==> src/verilog/drive_regs_consts.svh <==
// Register offsets, field positions and reset values for the drive register bank.
// Assumes byte addressing on a 32-bit APB; each register is one aligned word.
`ifndef DRIVE_REGS_CONSTS_SVH
`define DRIVE_REGS_CONSTS_SVH

// Register indices (printed numbers are not all multiples of four)
`define IDX_BCAST_OP       16'h0001
`define IDX_BCAST_SPEED    16'h0002
`define IDX_STATUS_FLAGS   16'h002C
`define IDX_OUT_CONTACT    16'h002D
`define IDX_DC_BUS         16'h0031
`define IDX_PID_FB         16'h0038
`define IDX_PID_IN         16'h0039
`define IDX_PID_OUT        16'h003A
`define IDX_CPU_REV        16'h003B
`define IDX_FLASH_REV      16'h003C
`define IDX_LINK_ERR       16'h003D
`define IDX_RATED_POWER    16'h003E
`define IDX_CTRL_METHOD    16'h003F
// Own control register: enables that let the broadcast word drive inputs 5..7
`define IDX_LOCAL_CTRL     16'h0040

// Operation word field positions
`define OP_RUN_BIT         0
`define OP_REV_BIT         1
`define OP_EXTERR_BIT      4
`define OP_ERRRST_BIT      5
`define OP_IN5_BIT         12
`define OP_IN6_BIT         13
`define OP_IN7_BIT         14

// Status flag positions
`define ST_RUN_BIT         0
`define ST_FDET1_BIT       4
`define ST_FDET2_BIT       5
`define ST_UV_BIT          7
`define ST_BB_BIT          8
`define ST_FREF_SRC_BIT    9
`define ST_RUN_SRC_BIT     10
`define ST_ERR_BIT         14
`define ST_TMO_BIT         15

// Link error detail mask: bits 0,1,3,4,5
`define LINK_ERR_MASK      16'h003B

// Reset values
`define RST_WORD16         16'h0000
`endif

==> src/verilog/drive_regs_pkg.sv <==
// Types shared by the drive register bank.
// Assumes nothing beyond a SystemVerilog compiler.
package drive_regs_pkg;
  typedef logic [15:0] reg16_t;  // One two-byte register value
endpackage

==> src/verilog/drive_monitor_broadcast_regs.sv <==
// Register bank of a motor drive serial slave port, reached over APB.
// Assumes the drive core supplies monitor values synchronous to clk_sys.
`timescale 1ns/1ps
`include "drive_regs_consts.svh"

// Functional notes
// - Status bit 14 shows any error, incl. timeout
// - Status bit 15 shows serial link timeout
// - Status bit 7 shows low supply voltage
// - Status bit 8 shows output baseblock
// - Bits 9,10 zero when source is link
// - Bit 4 set when frequency at/below level
// - Bit 5 set when frequency at/above level
// - PID feedback unsigned, ten counts per percent
// - PID output signed, ten counts per percent
// - Link error details latch until error reset
// - Error reset accepted while drive runs
// - Operation bit 0 runs or stops drive
// - Operation bit 1 selects reverse rotation
// - Operation bit 4 raises external error
// - Operation bit 5 commands error reset
// - Undefined bits keep local signal values
// - Each register is a two-byte value
module drive_monitor_broadcast_regs #(
  parameter int unsigned ADDR_W = 12  // APB address width
) (
  input  wire logic                  clk_sys,            // 25 MHz system clock
  input  wire logic                  rst_n,              // Synchronous reset, active low
  input  wire logic                  psel,               // APB select
  input  wire logic                  penable,            // APB access phase
  input  wire logic                  pwrite,             // APB direction
  input  wire logic [ADDR_W-1:0]     paddr,              // APB byte address
  input  wire logic [31:0]           pwdata,             // APB write data
  input  wire logic [3:0]            pstrb,              // APB byte strobes
  output logic                       pready,             // APB ready
  output logic [31:0]                prdata,             // APB read data
  output logic                       pslverr,            // APB error
  input  wire logic                  running,            // Drive is running
  input  wire logic                  zero_speed,         // Output at zero speed
  input  wire logic                  freq_match,         // Frequency matched
  input  wire logic                  user_speed_match,   // User speed matched
  input  wire logic [15:0]           output_freq,        // Output frequency
  input  wire logic [15:0]           freq_detect_level,  // Detection level
  input  wire logic                  startup_done,       // Startup complete
  input  wire logic                  undervoltage_alarm, // Low supply detected
  input  wire logic                  baseblock,          // Output baseblock
  input  wire logic                  overtorque,         // Overtorque detected
  input  wire logic                  freq_ref_lost,      // Reference lost
  input  wire logic                  retrying,           // Error retry active
  input  wire logic                  drive_fault,        // Any other drive error
  input  wire logic                  link_timeout,       // Link timed out
  input  wire logic                  freq_ref_from_link, // Reference source is link
  input  wire logic                  run_cmd_from_link,  // Run source is link
  input  wire logic                  relay_output_main,  // Relay output state
  input  wire logic                  open_collector_output_one, // Output 1 state
  input  wire logic                  open_collector_output_two, // Output 2 state
  input  wire logic [15:0]           dc_bus_volts,       // DC bus voltage
  input  wire logic [15:0]           pid_feedback,       // Unsigned, 10 per percent
  input  wire logic [15:0]           pid_input,          // Signed, 10 per percent
  input  wire logic [15:0]           pid_output,         // Signed, 10 per percent
  input  wire logic [15:0]           cpu_sw_rev,         // Main CPU revision
  input  wire logic [15:0]           flash_sw_rev,       // Flash revision
  input  wire logic [15:0]           rated_power,        // Rated power setting
  input  wire logic [15:0]           control_method,     // Control method code
  input  wire logic [5:0]            link_err_event,     // One-cycle error events
  input  wire logic                  local_run,          // Local run command
  input  wire logic                  local_reverse,      // Local direction
  input  wire logic                  local_ext_error,    // Local external error
  input  wire logic                  local_err_reset,    // Local error reset
  input  wire logic                  remote_input_five,  // Local input five
  input  wire logic                  remote_input_six,   // Local input six
  input  wire logic                  remote_input_seven, // Local input seven
  output logic                       cmd_run,            // Effective run command
  output logic                       cmd_reverse,        // Effective direction
  output logic                       cmd_ext_error,      // Effective external error
  output logic                       cmd_err_reset,      // Error reset pulse
  output logic                       cmd_input_five,     // Effective input five
  output logic                       cmd_input_six,      // Effective input six
  output logic                       cmd_input_seven,    // Effective input seven
  output logic [15:0]                speed_reference     // Broadcast frequency reference
);

  // Bus access phases. ST_DONE marks the cycle in which pready stands, so a
  // master that keeps psel and penable up for that cycle is not taken twice.
  // The price is one wait state on every access.
  typedef enum logic [1:0] {
    ST_IDLE = 2'b01,
    ST_DONE = 2'b10
  } apb_state_t;

  apb_state_t              state_q;        // Access handshake state
  drive_regs_pkg::reg16_t  op_word_q;      // Last broadcast operation word
  logic                    op_valid_q;     // A broadcast word has been received
  drive_regs_pkg::reg16_t  link_err_q;     // Latched link error details
  logic [2:0]              local_ctrl_q;   // Enables for broadcast inputs 5..7
  drive_regs_pkg::reg16_t  rd_word;        // Combinational read mux
  logic                    rd_hit;         // Read address decoded
  logic                    wr_hit;         // Write address decoded
  logic                    access;         // Access phase this cycle
  logic                    err_reset_req;  // Any error reset source
  logic [15:0]             idx;            // Register index from byte address

  // Byte address to register index; low two bits must be zero
  // Unaligned addresses alias onto the word below; masters must not use them.
  // One function keeps the read and write decode on the same mapping.
  function automatic logic [15:0] addr_index(input logic [ADDR_W-1:0] a);
    logic [15:0] w;
    w = 16'h0000;
    w[ADDR_W-3:0] = a[ADDR_W-1:2];
    return w;
  endfunction

  assign idx    = addr_index(paddr);
  assign access = psel && penable && (state_q == ST_IDLE);

  // Read decode of the monitor range; no read changes state
  // Status bits come from live inputs, so a read shows the level seen at the
  // access edge rather than a snapshot taken earlier.
  // Frequency detection compares unsigned counts; both flags set on equality.
  always_comb begin
    rd_word = `RST_WORD16;
    rd_hit  = 1'b1;
    unique case (idx)
      `IDX_STATUS_FLAGS: begin
        rd_word[`ST_RUN_BIT]      = running;
        rd_word[1]                = zero_speed;
        rd_word[2]                = freq_match;
        rd_word[3]                = user_speed_match;
        rd_word[`ST_FDET1_BIT]    = (output_freq <= freq_detect_level);
        rd_word[`ST_FDET2_BIT]    = (output_freq >= freq_detect_level);
        rd_word[6]                = startup_done;
        rd_word[`ST_UV_BIT]       = undervoltage_alarm;
        rd_word[`ST_BB_BIT]       = baseblock;
        rd_word[`ST_FREF_SRC_BIT] = !freq_ref_from_link;
        rd_word[`ST_RUN_SRC_BIT]  = !run_cmd_from_link;
        rd_word[11]               = overtorque;
        rd_word[12]               = freq_ref_lost;
        rd_word[13]               = retrying;
        rd_word[`ST_ERR_BIT]      = drive_fault || link_timeout;
        rd_word[`ST_TMO_BIT]      = link_timeout;
      end
      `IDX_OUT_CONTACT: begin
        rd_word[0] = relay_output_main;
        rd_word[1] = open_collector_output_one;
        rd_word[2] = open_collector_output_two;
      end
      `IDX_DC_BUS:      rd_word = dc_bus_volts;
      `IDX_PID_FB:      rd_word = pid_feedback;
      `IDX_PID_IN:      rd_word = pid_input;
      `IDX_PID_OUT:     rd_word = pid_output;
      `IDX_CPU_REV:     rd_word = cpu_sw_rev;
      `IDX_FLASH_REV:   rd_word = flash_sw_rev;
      `IDX_LINK_ERR:    rd_word = link_err_q;
      `IDX_RATED_POWER: rd_word = rated_power;
      `IDX_CTRL_METHOD: rd_word = control_method;
      `IDX_LOCAL_CTRL:  rd_word = {13'h0000, local_ctrl_q};
      // Broadcast words are write-only; unused numbers read zero
      default:          rd_hit = (idx >= 16'h002E) && (idx <= 16'h0037);
    endcase
  end

  // Write decode covers the broadcast pair and the local control word
  assign wr_hit = (idx == `IDX_BCAST_OP) || (idx == `IDX_BCAST_SPEED) ||
                  (idx == `IDX_LOCAL_CTRL);

  // APB handshake: access taken at the first enable edge, answered one cycle later
  // pslverr flags unmapped numbers and reads of the write-only broadcast pair.
  // prdata keeps its last value outside the pready cycle; only that cycle counts.
  always_ff @(posedge clk_sys) begin
    if (!rst_n) begin
      state_q <= ST_IDLE;
      pready  <= 1'b0;
      prdata  <= 32'h0000_0000;
      pslverr <= 1'b0;
    end else if (access) begin
      state_q <= ST_DONE;
      pready  <= 1'b1;
      // Upper half always zero: registers are two bytes wide
      prdata  <= pwrite ? 32'h0000_0000 : {16'h0000, rd_word};
      pslverr <= pwrite ? !wr_hit : !rd_hit;
    end else begin
      state_q <= ST_IDLE;
      pready  <= 1'b0;
      pslverr <= 1'b0;
    end
  end

  // Broadcast operation word; partial strobes update only enabled bytes
  // op_valid_q keeps run and direction on the local source until the first
  // broadcast word arrives, so power-up behaviour does not depend on the link.
  always_ff @(posedge clk_sys) begin
    if (!rst_n) begin
      op_word_q  <= `RST_WORD16;
      op_valid_q <= 1'b0;
    end else if (access && pwrite && idx == `IDX_BCAST_OP) begin
      if (pstrb[0]) op_word_q[7:0]  <= pwdata[7:0];
      if (pstrb[1]) op_word_q[15:8] <= pwdata[15:8];
      op_valid_q <= 1'b1;
    end
  end

  // Broadcast speed reference drives the output directly
  // The value is passed on unscaled; the drive core applies its own units.
  always_ff @(posedge clk_sys) begin
    if (!rst_n) begin
      speed_reference <= `RST_WORD16;
    end else if (access && pwrite && idx == `IDX_BCAST_SPEED) begin
      if (pstrb[0]) speed_reference[7:0]  <= pwdata[7:0];
      if (pstrb[1]) speed_reference[15:8] <= pwdata[15:8];
    end
  end

  // Local control word: which of inputs 5..7 the broadcast word overrides
  always_ff @(posedge clk_sys) begin
    if (!rst_n) begin
      local_ctrl_q <= 3'h0;
    end else if (access && pwrite && idx == `IDX_LOCAL_CTRL && pstrb[0]) begin
      local_ctrl_q <= pwdata[2:0];
    end
  end

  // Error reset comes from the broadcast word pulse or the local source
  assign err_reset_req = (access && pwrite && idx == `IDX_BCAST_OP && pstrb[0] &&
                          pwdata[`OP_ERRRST_BIT]) || local_err_reset;

  // Link error details latch; no dependence on run state for clearing
  // Bit 2 is masked so a stray event on it never shows in the word.
  // A clear and an event in one cycle keep the event: losing it hides a fault.
  always_ff @(posedge clk_sys) begin
    if (!rst_n) begin
      link_err_q <= `RST_WORD16;
    end else begin
      // New events win over a clear in the same cycle
      link_err_q <= ((err_reset_req ? `RST_WORD16 : link_err_q) |
                    {10'h000, link_err_event}) & `LINK_ERR_MASK;
    end
  end

  // Effective operation signals; broadcast only where it defines a bit
  // Every command is registered so each output comes from a flip-flop; this
  // adds one cycle between a broadcast write and its effect on the drive.
  // A held local error reset holds cmd_err_reset high throughout; the core sees one reset.
  always_ff @(posedge clk_sys) begin
    if (!rst_n) begin
      cmd_run         <= 1'b0;
      cmd_reverse     <= 1'b0;
      cmd_ext_error   <= 1'b0;
      cmd_err_reset   <= 1'b0;
      cmd_input_five  <= 1'b0;
      cmd_input_six   <= 1'b0;
      cmd_input_seven <= 1'b0;
    end else begin
      // Run and direction follow the link only when it is the run source
      cmd_run     <= (op_valid_q && run_cmd_from_link) ?
                     op_word_q[`OP_RUN_BIT] : local_run;
      cmd_reverse <= (op_valid_q && run_cmd_from_link) ?
                     op_word_q[`OP_REV_BIT] : local_reverse;
      cmd_ext_error <= (op_valid_q && op_word_q[`OP_EXTERR_BIT]) ||
                       local_ext_error;
      cmd_err_reset <= err_reset_req;
      // Undefined or disabled bits keep following the local inputs
      cmd_input_five  <= (op_valid_q && local_ctrl_q[0]) ?
                         op_word_q[`OP_IN5_BIT] : remote_input_five;
      cmd_input_six   <= (op_valid_q && local_ctrl_q[1]) ?
                         op_word_q[`OP_IN6_BIT] : remote_input_six;
      cmd_input_seven <= (op_valid_q && local_ctrl_q[2]) ?
                         op_word_q[`OP_IN7_BIT] : remote_input_seven;
    end
  end

endmodule

==> config.mk <==
export PLATFORM = sky130hd
export DESIGN_NAME = drive_monitor_broadcast_regs
export DESIGN_NICKNAME = d
export VERILOG_FILES = /design/src/verilog/drive_regs_pkg.sv /design/src/verilog/drive_monitor_broadcast_regs.sv
export VERILOG_INCLUDE_DIRS = /design/src /design/src/verilog
export SDC_FILE = /design/constraint.sdc
export NUM_CORES = 1
export LEC_CHECK = 0
export BUFFER_PORTS_ARGS = -buffer_cell sky130_fd_sc_hd__buf_2
export CORE_UTILIZATION = 30
export CTS_CLUSTER_SIZE = 10
export DETAILED_ROUTE_END_ITERATION = 12
export PLACE_DENSITY_LB_ADDON = 0.2
export SLEW_MARGIN = 10
export SYNTH_ARGS = -nofsm -noshare
export SYNTH_HDL_FRONTEND = slang
export SYNTH_SLANG_ARGS = --single-unit
==> constraint.sdc <==
create_clock -name clk_sys -period 2.2 [get_ports clk_sys]
set_input_delay 0.11 -clock clk_sys [delete_from_list [all_inputs] [get_ports clk_sys]]
set_output_delay 0.11 -clock clk_sys [all_outputs]
set_load 0.005 [all_outputs]
==> results of run 1 <==
[where the power goes]
part           internal, mW  switching (mW)
combinational         0.313           0.283
clock                 0.903           0.498
sequential             1.05         0.00616
total                  2.26           0.787
[worst paths after layout]
| kind | cells after the start | slack (ps) | end |
|---|---|---|---|
| worst max-delay path | 5 | 480 | speed_reference[0]$_SDFFE_PN0P_ |
| worst min-delay path | 2 | 8 | link_err_q[3]$_SDFF_PN0_ |
| worst max register to register | 5 | 480 | speed_reference[0]$_SDFFE_PN0P_ |
| worst min register to register | 2 | 450 | prdata[9]$_SDFFE_PN0P_ |
[through the flow]
step / power, mW / area, um^2
4_1_cts: 3.063 / 6012
5_1_grt: 3.169 / 6015
2_1_floorplan: 1.371 / 4189
6_report: 3.051 / 6017
3_3_place_gp: 1.652 / 5664
3_5_place_dp: 1.665 / 5664
[repair_timing]
item / 4_1_cts / 5_1_grt
hold endpoints to repair: 5 / 0
buffers inserted: 0 / 0
hold buffers: 5 / 0
setup endpoints to repair: 0 / 0
[synth_stat cells, drive strengths merged, types with 3 or more instances]
cell type   n
inv        21
o2bb2ai    10
ha         16
mux2       13
and2        4
buf        30
a21oi      27
nand2      42
o21ai      22
nand3      17
nand2b      4
a22o        8
nand4      12
nor4        4
mux2i      42
and3        4
nor3        5
mux4        9
o221ai      3
nor2b       4
or3         4
clkbuf     12
a211oi      8
nor2       53
dfxtp      57
a221oi      5
o22ai       5
a22oi      14
o211ai      4
[state kept, by name (all words and copies together), names as in the netlist, 3 cells and up]
name / flops
op_word_q: 6
link_err_q: 5
local_ctrl_q: 3
speed_reference: 16
prdata: 16
[final cells by class]
cell class / instances / area share
flip-flops and latches: 57 / 0.1896
well taps: 176 / 0.03660
repair buffers: 286 / 0.2541
diodes: 2 / 0.0008318
inverters: 21 / 0.01310
clock inverters: 5 / 0.009150
multi-input cells: 382 / 0.4562
clock buffers: 11 / 0.04034
[placed cells by master (no fill, tap or decap), types with 4 or more instances in the layout]
cell,n
or3_1,4
nand4_1,12
and3_1,4
mux4_2,9
buf_4,17
nand2_1,42
clkbuf_16,9
ha_1,16
buf_2,262
a21oi_1,27
mux2_2,13
mux2i_1,42
nand2b_1,4
nand3_1,17
o211ai_1,4
conb_1,16
o22ai_1,5
o21ai_1,12
o21ai_0,10
nor2b_1,4
a22oi_1,14
o2bb2ai_1,10
nor2_1,49
and2_1,4
dfxtp_1,57
dlygate4sd3_1,5
a22o_1,8
a211oi_1,8
nor3_1,5
a221oi_1,4
inv_1,21
[metal layers]
| layer | part of all wire | track usage | up-vias |
|---|---|---|---|
| met5 | 0.0016 | 0 | - |
| met4 | 0.015 | 0.06016 | 4 |
| met3 | 0.083 | 0.05699 | 24 |
| met2 | 0.48 | 0.3834 | 213 |
| met1 | 0.42 | 0.2844 | 2222 |
| li1 | - | - | 2326 |
[worst register-to-register path, cell delays in order (launching register included)]
cell and delay, ps:
dfxtp_1 310, and4b_1 360, nand3_1 260, nor2_4 370
mux2i_1 240, nor2_1 60
[cell families after synthesis]
family	Yosys count	share of synthesized area
and+or+nand+nor	167	0.2146
AOI/OAI and AO/OA	119	0.1989
muxes	64	0.1862
buffers and inverters	63	0.07478
DFF	57	0.2761
adders and majority gates	16	0.04844
other	1	0.0009074
==> impl_metrics.tcl, run 1 <==
set metrics [dict create \
    tightest_slew_ps 848.8 \
    cts-resized-gates 0 \
    yosysTopAreaCell "dfxtp_1" \
    core.rowCount 42 \
    cts_sinks 57 \
    ys_seq_area_frac 0.2761 \
    grt_setup_unrepaired "no" \
    antenna_found_initial 3 \
    cts-root-buf "clkbuf_16" \
    instances_no_fill 940 \
    start_kind "flip-flop" \
    yosysWarnings 0 \
    skew_ps 10.63 \
    powerDensity_nw_per_um2 507.1 \
    drt_first_pass_iters 4 \
    tns_ps 0 \
    outcome "completed" \
    drc_errors 0 \
    slew_violations 0 \
    finalSetupViolCount 0 \
    ys_seq_elements 57 \
    place_ws_ps 155.3 \
    vias_per_cell 5.095 \
    hpwl_mm 13.36 \
    fmax_ghz 0.5803 \
    cpLargestDelayFamily "simple AND/OR/NAND/NOR gates" \
    cts_buffers 9 \
    required_ps 2400 \
    path_clk_slew_ps 60 \
    ir_worst_vdd_v 0.0002637 \
    n_fill_cell 1378 \
    die_area_um2 14250 \
    portBuffers 262 \
    multi_input_area_um2 2745 \
    core_area_um2 13350 \
    ant_nets 0 \
    drive_above_1_share 0.4357 \
    max_cap_violations 0 \
    finalWorstPathRequiredPeriod_ps 1723 \
    synthFlopType "dfxtp_1" \
    die_w_um 119.4 \
    path_class "reg -> reg" \
    synth_edf_count 0 \
    async_flop_share 0 \
    synthTopCellsByArea "dfxtp_1, mux2i_1, mux4_2, ha_1, nor2_1" \
    hold_path.class "in -> reg" \
    drt_iter0_markers 245 \
    routabilityCongestion 0.8770 \
    cts_buffer_depth 2 \
    synthesis.area_um2 4133 \
    ios 300 \
    arrival_ps 1920 \
    max_slew_margin 0.4317 \
    p_leak_nw 2.810 \
    htree_levels 3 \
    track_usage 0.2264 \
    num_vias 4789 \
    synthDistinctLibCells 63 \
    post_drt_wl_per_cell_um 17.49 \
    startpoint "pready$_SDFF_PN0_" \
    whs_ps 8.139 \
    overflow 0 \
    worst-path-buf-inv 0 \
    finalHoldViolCount 0 \
    max_stage_delay_ps 370 \
    fin_util 0.4508 \
    cp-end-kind "flip-flop" \
    synth_top_area_frac 0.2761 \
    grt_pass1_wl_mm 24.87 \
    final_net_count 1016 \
    cts_tree "yes" \
    areaGrowthSynthToFinish_pct 45.59 \
    clkLatencyLatePin_ps 330 \
    grt_pass1_vias 4800 \
    hp-start "link_err_event[3]" \
    dp_cells 917 \
    die_h_um 119.4 \
    grt_max_degree 34 \
    syn_inst 487 \
    postLayoutSetupSlackWorst_ps 476.8 \
    reg2reg_from "pready$_SDFF_PN0_" \
    fin_crit_sh 0.7833 \
    initial_core_util 0.3096 \
    cp_max_fo 8 \
    cp_slowest_cell "nor2_4" \
    avgSynthCellArea_um2 8.486 \
    seqCellArea_um2 1141 \
    routed_wl_mm 16.44 \
    path_cells "and4b_1 > nand3_1 > nor2_4 > mux2i_1 > nor2_1" \
]
No activity file was read; power rests on OpenSTA's default activity.
==> run 2: changes to the inputs <==
Clock period 2.2 ns to 1.65 ns, I/O delays scaled along.
==> impl_metrics.tcl, run 2 (synthesized netlist as in run 1, its figures left out) <==
set metrics [dict create \
    htree_levels 3 \
    cp-end-kind "flip-flop" \
    grt_pass1_wl_mm 26.23 \
    cts-root-buf "clkbuf_16" \
    skew_ps 7.215 \
    core.rowCount 42 \
    multi_input_area_um2 2760 \
    core_area_um2 13350 \
    portBuffers 262 \
    arrival_ps 1800 \
    reg2reg_from "link_err_q[4]$_SDFF_PN0_" \
    drc_errors 0 \
    max_cap_violations 0 \
    whs_ps 9.843 \
    start_kind "flip-flop" \
    ios 300 \
    finalSetupViolCount 0 \
    required_ps 1840 \
    final_cell_mix "buf_2, buf_4, dfxtp_1" \
    routed_wl_mm 16.89 \
    powerDensity_nw_per_um2 617.8 \
    cts_buffers 9 \
    slew_violations 0 \
    path_clk_slew_ps 60 \
    finalHoldViolCount 0 \
    reg2reg_to "prdata[4]$_SDFFE_PN0P_" \
    finalWorstPathRequiredPeriod_ps 1605 \
    die_h_um 119.4 \
    antenna_cells 0 \
    reg_top3 "prdata: 16 flops, speed_reference: 16 flops, op_word_q: 6 flops" \
    cts_sinks 57 \
    drt_first_pass_iters 6 \
    initial_core_util 0.3096 \
    hold_path.class "in -> reg" \
    final_net_count 1077 \
    ir_worst_vdd_v 0.0004133 \
    track_usage 0.2395 \
    reg2reg_slack_ps 50 \
    final_common_cell "buf_2" \
    drive_above_1_share 0.4714 \
    routabilityCongestion 0.9349 \
    path_class "reg -> reg" \
    hold_depth 3 \
    drt_iter0_markers 219 \
    hp-start "pwdata[7]" \
    n_fill_cell 1367 \
    cts_tree "yes" \
    seqCellArea_um2 1142 \
    p_leak_nw 3.098 \
    ant_nets 0 \
    tns_ps 0 \
    fin_crit_sh 0.9726 \
    antenna_found_initial 0 \
    grt_max_degree 24 \
    clkLatencyLatePin_ps 330 \
    ff2ff_path_depth 5 \
    num_vias 4972 \
    grt_pass1_vias 5078 \
    outcome "completed" \
    die_area_um2 14250 \
    post_drt_wl_per_cell_um 16.91 \
    fmax_ghz 0.6231 \
    cp_max_fo 2 \
    overflow 0 \
    areaGrowthSynthToFinish_pct 57.77 \
    vias_per_cell 4.977 \
    hpwl_mm 14.15 \
    min_to "speed_reference[7]$_SDFFE_PN0P_" \
    die_w_um 119.4 \
    cts_buffer_depth 2 \
]
run 2: changes by cell type in the layout (fill, tap and decap cells not counted), moves of 2 or more:
cell and delta:
diode_2 -2, buf_12 +2, dlygate4sd3_1 +10, buf_4 +49
run 2: timing repair:
item                       in CTS  in global routing
hold endpoints to repair       15                  0
resized for setup               0                  4
setup buffers                   0                  0
setup endpoints to repair       0                  4
hold buffers                   15                  0
run 2: worst max-delay path, stage by stage (launching register included):
cell      delay (ps)
dfxtp_1          310
mux4_2           440
a22oi_1          260
nor2_1           140
a211oi_2         240
a221oi_2          80
run 2: final cells by class:
type | count | area share
clock buffer | 10 | 0.03665
clock inverter | 6 | 0.006525
inverter | 21 | 0.01209
multi-input combinational | 382 | 0.4233
sequential | 57 | 0.1752
tap | 176 | 0.03377
timing repair buffer | 347 | 0.3124
run 2: worst max path at each step:
stage,slack (ps),from,cells after the start,end
final,50,link_err_q[4]$_SDFF_PN0_,5,prdata[4]$_SDFFE_PN0P_
after global routing,-30,link_err_q[4]$_SDFF_PN0_,5,prdata[4]$_SDFFE_PN0P_
after CTS,40,link_err_q[4]$_SDFF_PN0_,5,prdata[4]$_SDFFE_PN0P_
after detailed placement,-130,paddr[2],8,prdata[14]$_SDFFE_PN0P_
after global placement,-70,paddr[2],8,prdata[2]$_SDFFE_PN0P_
after floorplan,20,paddr[2],7,prdata[10]$_SDFFE_PN0P_
run 2: per-stage QoR:
step	cells	worst slack [ps]	util	instance area [um^2]	power (mW)
final	999	45.20	0.4885	6520	4.028
after global routing	999	-33.62	0.4885	6520	4.218
after CTS	999	44.08	0.4873	6504	4.058
after detailed placement	968	-134.3	0.4549	6072	2.282
after global placement	968	-66.93	0.4549	6072	2.265
after floorplan	502	15.69	-	4192	1.829
run 2: where the power goes:
group	total (mW)	switching, mW	internal, mW
sequential	1.41	0.00838	1.40
combinational	0.879	0.399	0.481
clock	1.74	0.684	1.06
total	4.03	1.09	2.94
run 2: per-layer routing:
metal  part of all wire  wire [um]  vias to the layer above  GRT usage
met5                  0          0                        -          0
met4              0.013        218                        0    0.06328
met3              0.054        913                       14    0.04167
met2               0.47       8018                      169     0.3997
met1               0.46       7739                     2343     0.3172
li1                   -          -                     2446          -
==> run 3: changes to the inputs <==
Settings changed: CORE_MARGIN from default to 10, CORE_UTILIZATION 30 to 42.
Clock period 1.65 ns to 1.8 ns, I/O delays scaled along.
==> impl_metrics.tcl, run 3 (synthesized netlist as in run 1, its figures left out) <==
set metrics [dict create \
    ir_worst_vdd_v 0.0005389 \
    finalWorstPathRequiredPeriod_ps 1690 \
    post_drt_wl_per_cell_um 19.73 \
    max_slew_margin 0.4690 \
    initial_core_util 0.4267 \
    die_h_um 119.2 \
    portBuffers 262 \
    routabilityCongestion 0.9104 \
    ant_nets 0 \
    tightest_slew_ps 793.6 \
    antenna_found_initial 1 \
    ios 300 \
    final_common_cell "buf_2" \
    ff2ff_path_depth 5 \
    grt_setup_unrepaired "no" \
    placedInstanceArea_um2 5746 \
    fin_util 0.6317 \
    p_leak_nw 2.905 \
    required_ps 2030 \
    drt_iter0_markers 396 \
    cts-root-buf "clkbuf_8" \
    worst-path-buf-inv 0 \
    cp_num_cells 5 \
    arrival_ps 1920 \
    hold_path.class "in -> reg" \
    final_cell_mix "buf_2, dfxtp_1, nor2_1" \
    outcome "completed" \
    whs_ps 0.6444 \
    cts_buffers 9 \
    cp-end-kind "flip-flop" \
    hpwl_mm 15.33 \
    startpoint "pready$_SDFF_PN0_" \
    critPathCapture "speed_reference[3]$_SDFFE_PN0P_" \
    areaGrowthSynthToFinish_pct 48.02 \
    core_area_um2 9684 \
    cts_setup_buffers 0 \
    stdcell_area_um2 6117 \
    vias_per_cell 5.375 \
    start_kind "flip-flop" \
    fin_crit_sh 0.9390 \
    reg2reg_to "speed_reference[3]$_SDFFE_PN0P_" \
    cpLargestDelayFamily "simple AND/OR/NAND/NOR gates" \
    core.rowCount 36 \
    drive_above_1_share 0.4449 \
    max_stage_delay_ps 380 \
    skew_ps 12.96 \
    final_net_count 1043 \
    reg_top3 "prdata: 16 flops, speed_reference: 16 flops, op_word_q: 6 flops" \
    drt_first_pass_iters 5 \
    die_w_um 119.2 \
    fmax_ghz 0.5917 \
    path_class "reg -> reg" \
    grt_pass1_vias 5292 \
    grt_max_degree 25 \
    routed_wl_mm 18.21 \
    max_cap_violations 0 \
    num_vias 4961 \
    finalHoldViolCount 0 \
    cp_slowest_cell "and4b_1" \
    track_usage 0.2423 \
    drc_errors 0 \
    clkLatencyLatePin_ps 340 \
    die_area_um2 14210 \
    grt_pass1_wl_mm 27.87 \
    reg2reg_from "pready$_SDFF_PN0_" \
    finalSetupViolCount 0 \
    reg2reg_slack_ps 110 \
    cts_sinks 57 \
    cp_max_fo 8 \
    path_cells "and4b_1 > nand3_1 > nor2_4 > mux2i_1 > nor2_1" \
    cts_tree "yes" \
    cts_buffer_depth 2 \
    powerDensity_nw_per_um2 563.1 \
    htree_levels 3 \
    overflow 0 \
    hold_depth 3 \
    path_clk_slew_ps 70 \
    slew_violations 0 \
]
## run 3: worst min-delay path by stage
stage                                  start                          endpoint
final                             pwdata[10]  speed_reference[10]$_SDFFE_PN0P_
after global routing      remote_input_seven        cmd_input_seven$_SDFF_PN0_
after CTS                         pwdata[10]  speed_reference[10]$_SDFFE_PN0P_
after detailed placement     local_ext_error          cmd_ext_error$_SDFF_PN0_
after global placement       local_ext_error          cmd_ext_error$_SDFF_PN0_
after floorplan              local_err_reset          cmd_err_reset$_SDFF_PN0_
## run 3: metrics by stage
step | power (mW) | std cells | worst slack, ps | setup TNS (ps)
6_report | 3.444 | 923 | 109.8 | 0
5_1_grt | 3.590 | 923 | 4.012 | 0
4_1_cts | 3.454 | 922 | 138.4 | 0
3_5_place_dp | 2.041 | 892 | -42.34 | -42.63
3_3_place_gp | 2.029 | 892 | -29.80 | -29.80
2_1_floorplan | 1.676 | 502 | 97.42 | 0
## run 3: area by class of cell
class,count,area [um^2]
sequential,57,1141
clock inverter,5,77.57
inverter,21,78.83
clock buffer,11,151.4
multi-input combinational,382,2745
tap,133,166.4
fill,858,3567
antenna,1,2.502
timing repair buffer,313,1754
## run 3: power by group
| group | total [mW] | switching, mW | leakage, nW | internal (mW) |
|---|---|---|---|---|
| sequential | 1.29 | 0.00763 | 0.463 | 1.28 |
| clock | 1.40 | 0.548 | 0.115 | 0.850 |
| combinational | 0.759 | 0.353 | 2.33 | 0.406 |
## run 3: timing repair
item                                   CTS  global route
gates resized for setup                  0             0
hold buffers                            14             0
endpoints found under the hold margin   14             0
setup endpoints to repair                0             0
## run 3: worst min-delay path, delay by kind of cell
kind	cells	cell delay [ps]
multiplexers	1	60
buffers and inverters	1	80
AND/OR/NAND/NOR	1	70
## run 3: routing by layer
metal  share of wire  GRT usage
met2            0.48     0.4142
met3           0.087    0.07889
met5               0          0
met4           0.018    0.05344
met1            0.41     0.2886
